$ cat config.mk
export PLATFORM = sky130hd
export DESIGN_NAME = rsc_reset_source_controller
export DESIGN_NICKNAME = d
export VERILOG_FILES = /design/src/include/rsc_pkg.sv /design/src/include/rsc_mclk_if.sv /design/src/logic/rsc_reset_source_controller.sv /design/src/logic/rsc_missing_clock.sv
export SDC_FILE = /design/constraint.sdc
export NUM_CORES = 1
export LEC_CHECK = 0
export BUFFER_PORTS_ARGS = -buffer_cell sky130_fd_sc_hd__buf_4
export CORE_UTILIZATION = 55
export CTS_CLUSTER_SIZE = 8
export DETAILED_ROUTE_END_ITERATION = 7
export PLACE_DENSITY_LB_ADDON = 0.15
export SKIP_CTS_REPAIR_TIMING = 1
export SYNTH_ARGS = -nofsm -noshare
export SYNTH_HDL_FRONTEND = slang
export SYNTH_SLANG_ARGS = --single-unit
$ cat constraint.sdc
create_clock -name clock -period 5.4 [get_ports clock]
set_clock_uncertainty 0.05 [all_clocks]
set_input_delay 0.81 -clock clock [delete_from_list [all_inputs] [get_ports clock]]
set_output_delay 0.81 -clock clock [all_outputs]
set_load 0.05 [all_outputs]
$ cat src/include/rsc_pkg.sv
// ****************************************
// Reset source controller constants
// ****************************************
package rsc_pkg;
  // Register addresses on the special function register bus
  localparam logic [7:0] ADDR_SUPPLY_CTRL = 8'hff;
  localparam logic [7:0] ADDR_RESET_SRC = 8'hef;
  // Supply monitor control fields
  localparam int SUPPLY_EN_BIT = 7;
  localparam int SUPPLY_STAT_BIT = 6;
  localparam int THRESH_SEL_BIT = 5;
  // Reset source fields, also the cause vector layout
  localparam int SRC_PIN = 0;
  localparam int SRC_POWER = 1;
  localparam int SRC_MCLK = 2;
  localparam int SRC_WDOG = 3;
  localparam int SRC_SOFT = 4;
  localparam int SRC_COMP = 5;
  localparam int SRC_FLASH = 6;
  localparam int SRC_W = 7;
  // Values after power-on
  localparam logic SUPPLY_EN_RST = 1'b1;
  localparam logic SUPPLY_SEL_RST = 1'b1;
  localparam logic THRESH_SEL_RST = 1'b0;
  localparam logic [SRC_W-1:0] FLAGS_RST = 7'h00;
  localparam logic [SRC_W-1:0] CAUSE_POWER = 7'h02;
  // Timing
  localparam int CLK_HZ = 40_000_000;
  localparam int MCLK_TIMEOUT_NS = 100_000;
  localparam int MCLK_TIMEOUT_CYC = (MCLK_TIMEOUT_NS * (CLK_HZ / 1_000_000) + 999) / 1000;
  localparam int MCLK_CW = 12;
  localparam int WDOG_DIV = 12;
  localparam int WDOG_CW = 4;
  localparam int HOLD_CYC = 4;
  // Sequencer states
  typedef enum logic [1:0]
  {
    ST_RUN = 2'b01,
    ST_HOLD = 2'b10
  } rsc_state_e;
endpackage

$ cat src/include/rsc_mclk_if.sv
`timescale 1ns/1ps
// ****************************************
// Missing clock detector link
// ****************************************
interface rsc_mclk_if;
  // Detector armed
  logic enable;
  // Watched clock level
  logic clk_level;
  // One-cycle timeout pulse
  logic timeout;
  modport ctrl (output enable, output clk_level, input timeout);
  modport det (input enable, input clk_level, output timeout);
endinterface

$ cat src/logic/rsc_reset_source_controller.sv
`timescale 1ns/1ps
module rsc_reset_source_controller #(
  parameter int HOLD_CYCLES = rsc_pkg::HOLD_CYC
) (
  input wire logic clock,
  input wire logic sys_rst,
  input wire logic [7:0] sfr_addr,
  input wire logic [7:0] sfr_wdata,
  input wire logic sfr_wr,
  input wire logic sfr_rd,
  output logic [7:0] sfr_rdata,
  input wire logic rst_pin_n_in,
  output logic rst_pin_out,
  output logic rst_pin_oe,
  input wire logic supply_above,
  input wire logic comp_out,
  input wire logic system_clock_level,
  input wire logic wdog_expire,
  input wire logic wdog_disable,
  input wire logic flash_rd,
  input wire logic flash_wr,
  input wire logic flash_erase,
  input wire logic table_read,
  input wire logic addr_reserved,
  input wire logic branch_reserved,
  input wire logic security_block,
  output logic sys_reset,
  output logic supply_monitor_enable,
  output logic threshold_select,
  output logic wdog_enable,
  output logic wdog_tick
);
  // ****************************************
  // Declarations
  // ****************************************
  localparam int HCW = $clog2(HOLD_CYCLES + 1);
  // Sequencer state
  rsc_pkg::rsc_state_e state_q;
  rsc_pkg::rsc_state_e state_d;
  // Quiet cycles counted in reset
  logic [HCW-1:0] hold_q;
  logic [HCW-1:0] hold_d;
  // Causes gathered during this reset
  logic [rsc_pkg::SRC_W-1:0] cause_q;
  logic [rsc_pkg::SRC_W-1:0] cause_d;
  // Flags of the last reset, read by software
  logic [rsc_pkg::SRC_W-1:0] flags_q;
  // Supply monitor controls
  logic supply_en_q;
  logic supply_sel_q;
  logic thresh_q;
  // Missing clock and comparator enables
  logic mclk_en_q;
  logic comp_en_q;
  // Watchdog enable and divider
  logic wdog_en_q;
  logic [rsc_pkg::WDOG_CW-1:0] wdog_div_q;
  // Registered read data
  logic [7:0] rdata_q;
  // Request vector, one bit per source
  logic [rsc_pkg::SRC_W-1:0] req;
  // Link to the missing clock detector
  rsc_mclk_if mclk ();

  // ****************************************
  // Bus decode
  // ****************************************
  wire in_hold = state_q == rsc_pkg::ST_HOLD;
  // Writes are ignored while the system is in reset
  wire supply_wr = sfr_wr && !in_hold && sfr_addr == rsc_pkg::ADDR_SUPPLY_CTRL;
  wire src_wr = sfr_wr && !in_hold && sfr_addr == rsc_pkg::ADDR_RESET_SRC;
  wire [7:0] supply_rd_val = {supply_en_q, supply_above, thresh_q, 5'h00};
  wire [7:0] src_rd_val = {1'b0, flags_q};
  wire [7:0] rd_mux = (sfr_addr == rsc_pkg::ADDR_SUPPLY_CTRL) ? supply_rd_val :
                      (sfr_addr == rsc_pkg::ADDR_RESET_SRC) ? src_rd_val : 8'h00;

  // ****************************************
  // Reset requests
  // ****************************************
  // flash guard condition
  wire flash_any = flash_rd || flash_wr || flash_erase;
  wire flash_guard = supply_en_q && supply_sel_q && thresh_q;
  wire flash_fault = ((flash_wr || flash_erase || table_read) && addr_reserved) ||
                     branch_reserved || (flash_any && security_block) ||
                     (flash_any && !flash_guard);

  assign req[rsc_pkg::SRC_PIN] = !rst_pin_n_in && !rst_pin_oe;
  assign req[rsc_pkg::SRC_POWER] = supply_en_q && supply_sel_q && !supply_above;
  assign req[rsc_pkg::SRC_MCLK] = mclk.timeout;
  assign req[rsc_pkg::SRC_WDOG] = wdog_en_q && wdog_expire && !in_hold;
  assign req[rsc_pkg::SRC_SOFT] = src_wr && sfr_wdata[rsc_pkg::SRC_SOFT];
  assign req[rsc_pkg::SRC_COMP] = comp_en_q && !comp_out;
  assign req[rsc_pkg::SRC_FLASH] = flash_fault && !in_hold;

  wire any_req = |req;
  wire hold_done = in_hold && !any_req && hold_q == HCW'(HOLD_CYCLES - 1);

  // ****************************************
  // Missing clock detector
  // ****************************************
  assign mclk.enable = mclk_en_q;
  assign mclk.clk_level = system_clock_level;

  // Watches the level of the system clock
  rsc_missing_clock u_mclk (
    .clock(clock),
    .sys_rst(sys_rst),
    .mclk(mclk)
  );

  // ****************************************
  // Sequencer next state
  // ****************************************
  always_comb
  begin
    state_d = state_q;
    hold_d = '0;
    cause_d = cause_q;
    unique case (state_q)
      rsc_pkg::ST_RUN:
      begin
        // Enter reset, record the causes seen now
        if (any_req)
        begin
          state_d = rsc_pkg::ST_HOLD;
          cause_d = req;
        end
      end
      rsc_pkg::ST_HOLD:
      begin
        // Keep gathering causes while in reset
        cause_d = cause_q | req;
        if (hold_done)
        begin
          state_d = rsc_pkg::ST_RUN;
        end
        else if (!any_req)
        begin
          hold_d = hold_q + 1'b1;
        end
      end
      default:
      begin
        state_d = rsc_pkg::ST_HOLD;
      end
    endcase
  end

  // ****************************************
  // Sequencer registers
  // ****************************************
  // Power-on enters reset with the power cause
  always_ff @(posedge clock)
  begin
    if (sys_rst)
    begin
      state_q <= rsc_pkg::ST_HOLD;
      hold_q <= '0;
      cause_q <= rsc_pkg::CAUSE_POWER;
    end
    else
    begin
      state_q <= state_d;
      hold_q <= hold_d;
      cause_q <= cause_d;
    end
  end

  // ****************************************
  // Reset flags
  // ****************************************
  // flags survive, updated on exit only
  always_ff @(posedge clock)
  begin
    if (sys_rst)
    begin
      flags_q <= rsc_pkg::FLAGS_RST;
    end
    // only the causes of this reset remain
    else if (hold_done)
    begin
      flags_q <= cause_q;
    end
  end

  // ****************************************
  // Supply monitor control
  // ****************************************
  // Kept across every reset except power-on
  always_ff @(posedge clock)
  begin
    if (sys_rst)
    begin
      supply_en_q <= rsc_pkg::SUPPLY_EN_RST;
      supply_sel_q <= rsc_pkg::SUPPLY_SEL_RST;
      thresh_q <= rsc_pkg::THRESH_SEL_RST;
    end
    else
    begin
      if (supply_wr)
      begin
        supply_en_q <= sfr_wdata[rsc_pkg::SUPPLY_EN_BIT];
      end
      if (supply_wr)
      begin
        thresh_q <= sfr_wdata[rsc_pkg::THRESH_SEL_BIT];
      end
      if (src_wr)
      begin
        supply_sel_q <= sfr_wdata[rsc_pkg::SRC_POWER];
      end
    end
  end

  // ****************************************
  // Source enables
  // ****************************************
  // Cleared by any reset, set by software
  always_ff @(posedge clock)
  begin
    if (sys_rst || in_hold)
    begin
      mclk_en_q <= 1'b0;
      comp_en_q <= 1'b0;
    end
    else if (src_wr)
    begin
      mclk_en_q <= sfr_wdata[rsc_pkg::SRC_MCLK];
      comp_en_q <= sfr_wdata[rsc_pkg::SRC_COMP];
    end
  end

  // ****************************************
  // Watchdog enable and divider
  // ****************************************
  // enabled after any reset
  always_ff @(posedge clock)
  begin
    if (sys_rst || in_hold)
    begin
      wdog_en_q <= 1'b1;
    end
    else if (wdog_disable)
    begin
      wdog_en_q <= 1'b0;
    end
  end

  wire div_wrap = wdog_div_q == rsc_pkg::WDOG_CW'(rsc_pkg::WDOG_DIV - 1);

  always_ff @(posedge clock)
  begin
    if (sys_rst || in_hold || div_wrap)
    begin
      wdog_div_q <= '0;
    end
    else
    begin
      wdog_div_q <= wdog_div_q + 1'b1;
    end
  end

  // ****************************************
  // Read data
  // ****************************************
  // Data appears the cycle after the read strobe
  always_ff @(posedge clock)
  begin
    if (sys_rst)
    begin
      rdata_q <= 8'h00;
    end
    else if (sfr_rd)
    begin
      rdata_q <= rd_mux;
    end
  end

  // ****************************************
  // Outputs
  // ****************************************
  assign sfr_rdata = rdata_q;
  assign sys_reset = in_hold;
  // pin driven low for power resets only
  assign rst_pin_out = 1'b0;
  assign rst_pin_oe = in_hold && cause_q[rsc_pkg::SRC_POWER];
  assign supply_monitor_enable = supply_en_q;
  assign threshold_select = thresh_q;
  assign wdog_enable = wdog_en_q;
  assign wdog_tick = wdog_en_q && div_wrap && !in_hold;
endmodule

$ cat src/logic/rsc_missing_clock.sv
`timescale 1ns/1ps
// ****************************************
// Missing clock one-shot
// ****************************************
module rsc_missing_clock (
  input wire logic clock,
  input wire logic sys_rst,
  rsc_mclk_if.det mclk
);
  // Last seen level of the watched clock
  logic level_q;
  // Cycles since the last level change
  logic [rsc_pkg::MCLK_CW-1:0] quiet_q;
  logic [rsc_pkg::MCLK_CW-1:0] quiet_d;
  // A change of level retriggers the one-shot
  wire edge_seen = mclk.clk_level != level_q;
  wire expired = quiet_q == rsc_pkg::MCLK_CW'(rsc_pkg::MCLK_TIMEOUT_CYC);

  // Count stays at the limit once expired
  assign quiet_d = (edge_seen || !mclk.enable) ? '0 :
                   expired ? quiet_q : quiet_q + 1'b1;
  // Pulse only on reaching the limit
  assign mclk.timeout = mclk.enable && !edge_seen &&
                        (quiet_q == rsc_pkg::MCLK_CW'(rsc_pkg::MCLK_TIMEOUT_CYC - 1));

  // Level and quiet counter
  always_ff @(posedge clock)
  begin
    if (sys_rst)
    begin
      level_q <= 1'b0;
      quiet_q <= '0;
    end
    else
    begin
      level_q <= mclk.clk_level;
      quiet_q <= quiet_d;
    end
  end
endmodule

==> flow_summary.ini <==
[setup_path]
cp-end-kind = flip-flop
crit_fanout = 6
arrival_ns = 2.63
cp.required_ns = 5.57
start_kind = input pin
path_class = in2reg

[floorplan]
die_width_um = 66.0
std_cell_rows = 22
die_h_um = 66.0
initial_core_util_pct = 59.3
ios = 48
core_mm2 = 0.00380
die-area_mm2 = 0.00435

[clock_tree]
cts_buffers = 5
clock_latency_ns = 0.30
cts_sinks = 50
clock_tree.root_cell = clkbuf_8
cts_htree_levels = 2
cts_buffer_depth = 2
cts_tree = done
clk_pin_slew_ns = 0.09

[placement]
dpl_cell_area_mm2 = 0.00258
place_ws_ns = 2.61
numPortBuffers = 43
dp_hpwl_um = 3600
place_congestion = 0.831

[job]
drv_cap = 0

[yosys]
ys_types = 48
ys_seq_area_share_pct = 44.5
synthCells = 252
syn-num-nets = 290
async_flop_share_pct = 0
synth_flop_cell = dfxtp_1
avgSynthCellArea_um2 = 8.93
syn-cell-area_mm2 = 0.00225
synth_edf_count = 0
synth-seq-cells = 50
yosysWarnings = 0

[detailed_routing]
wire_per_inst_um = 14.7
drc = 0
drtPass1Iterations = 4
vias = 1953
drt_wl_total_um = 4950
vias_per_cell = 5.78
drt_iter0_drc = 119
ant_nets = 0

[layout]
drive_above_1_share_pct = 20.0
design_area_mm2 = 0.00266
final_net_count = 328
antenna_cells = 0
area_growth_pct = 18.3
fillCellCount = 336

[power]
powerDensity_mw_per_mm2 = 231
vdd_ir_drop_max_mv = 0.194
leakage_nw = 0.978
finalPower_uw = 615

[timing]
timing.final.crit_period_ns = 2.46
fin_tns_setup_ns = 0
rsz0062_at_grt = false
setup_violations = 0
hold_violations = 0
slew_violations = 0
post-route-period-util_pct = 45.6
worstMarginPinSlew_ns = 0.790
max_freq_ghz = 0.406
setup_ws_ns = 2.94
holdWs_ns = 0.380
slew_headroom_pct = 46.9

[grt]
grt_pass1_wl_um = 8380
grt_pass1_vias = 1871
track_usage_pct = 25.5
grt_overflow = 0
antenna_found_initial = 0
grt_max_degree = 30

[run_status]
status = complete, no violations

[hold_path]
hp-class = reg2reg
-- per-stage QoR --
stage          instances  util (%)
3_3_place_gp         331      68.1
6_report             338      70.1
3_5_place_dp         331      68.1
2_1_floorplan        252         -
4_1_cts              338      70.1
5_1_grt              338      70.1
-- synthesized netlist by cell type, drive strengths merged (7+ instances only) --
master | count | area, µm²
nand3 | 7 | 35.0
nand4 | 13 | 81.3
a22oi | 7 | 52.6
clkbuf | 8 | 30.0
o21ai | 7 | 35.0
inv | 13 | 48.8
nand2 | 12 | 45.0
nor3 | 7 | 35.0
a21oi | 14 | 70.1
dfxtp | 50 | 1000
nor2 | 32 | 120
o31ai | 7 | 52.6
-- state kept, by name, summed over array words and instances, names as in the netlist, 2 cells and up, named ones only --
| name | cells |
|---|---|
| sfr_rdata | 8 |
| cause_q | 5 |
| u_mclk.quiet_q | 12 |
| hold_q | 3 |
| flags_q | 7 |
| wdog_div_q | 4 |
| state_q | 2 |
-- layout make-up --
class	instances	area, µm²	area share, %
Inverter	13	48.8	1.83
Clock buffer	5	68.8	2.58
Tap cell	48	60.1	2.25
Timing Repair Buffer	44	330	12.4
Multi-Input combinational cell	176	1140	43.0
Sequential cell	50	1000	37.6
Clock inverter	2	10.0	0.376
-- per-layer routing --
metal	routed length, µm	share of wire (%)	GRT usage [%]	up-vias
met2	2470	50	45.5	55
li1	-	-	-	985
met4	130	2.6	12.8	0
met5	0	0	0	-
met1	2130	43	28.3	899
met3	223	4.5	5.17	14
-- cell usage in the layout, fill, tap and decap left out, types with 12 or more instances in the layout --
master,instances
nor2_1,32
dfxtp_1,50
nand2_1,12
a21oi_1,14
inv_1,12
nand4_1,13
buf_4,44
-- cell families (layout without fill, tap and decap cells) --
kind of cell / Yosys count / after routing / share of synthesized area [%]
xor+xnor: 12 / 12 / 4.67
mux: 7 / 7 / 3.22
fa+ha+maj: 5 / 5 / 2.78
flops: 50 / 50 / 44.5
simple gates: 98 / 98 / 22.8
buf+inv: 26 / 64 / 4.67
other cells: 1 / 1 / 0.167
compound gates: 53 / 53 / 17.2
-- power breakdown --
part | leakage [nW] | total (mW) | switching, mW | internal (mW)
combinational | 0.531 | 0.0386 | 0.0199 | 0.0187
sequential | 0.403 | 0.370 | 0.000710 | 0.370
clock | 0.0438 | 0.206 | 0.119 | 0.0871
total | 0.978 | 0.615 | 0.139 | 0.476
-- critical path, stage by stage --
cell	delay, ns
buf_4	0.11
or3_1	0.36
a221o_1	0.40
or4b_1	0.64
a311oi_2	0.31
-- path summary, 6_finish.rpt --
check / cells after the start / from / slack (ns) / to
hold reg to reg: 1 / hold_q[0] / 0.38 / hold_q[0]
hold / removal: 1 / hold_q[0] / 0.38 / hold_q[0]
setup reg to reg: 6 / u_mclk.quiet_q[0] / 3.18 / cause_q[0]
setup / recovery: 5 / flash_erase / 2.94 / cause_q[0]
No activity file was read; power rests on OpenSTA's default activity.
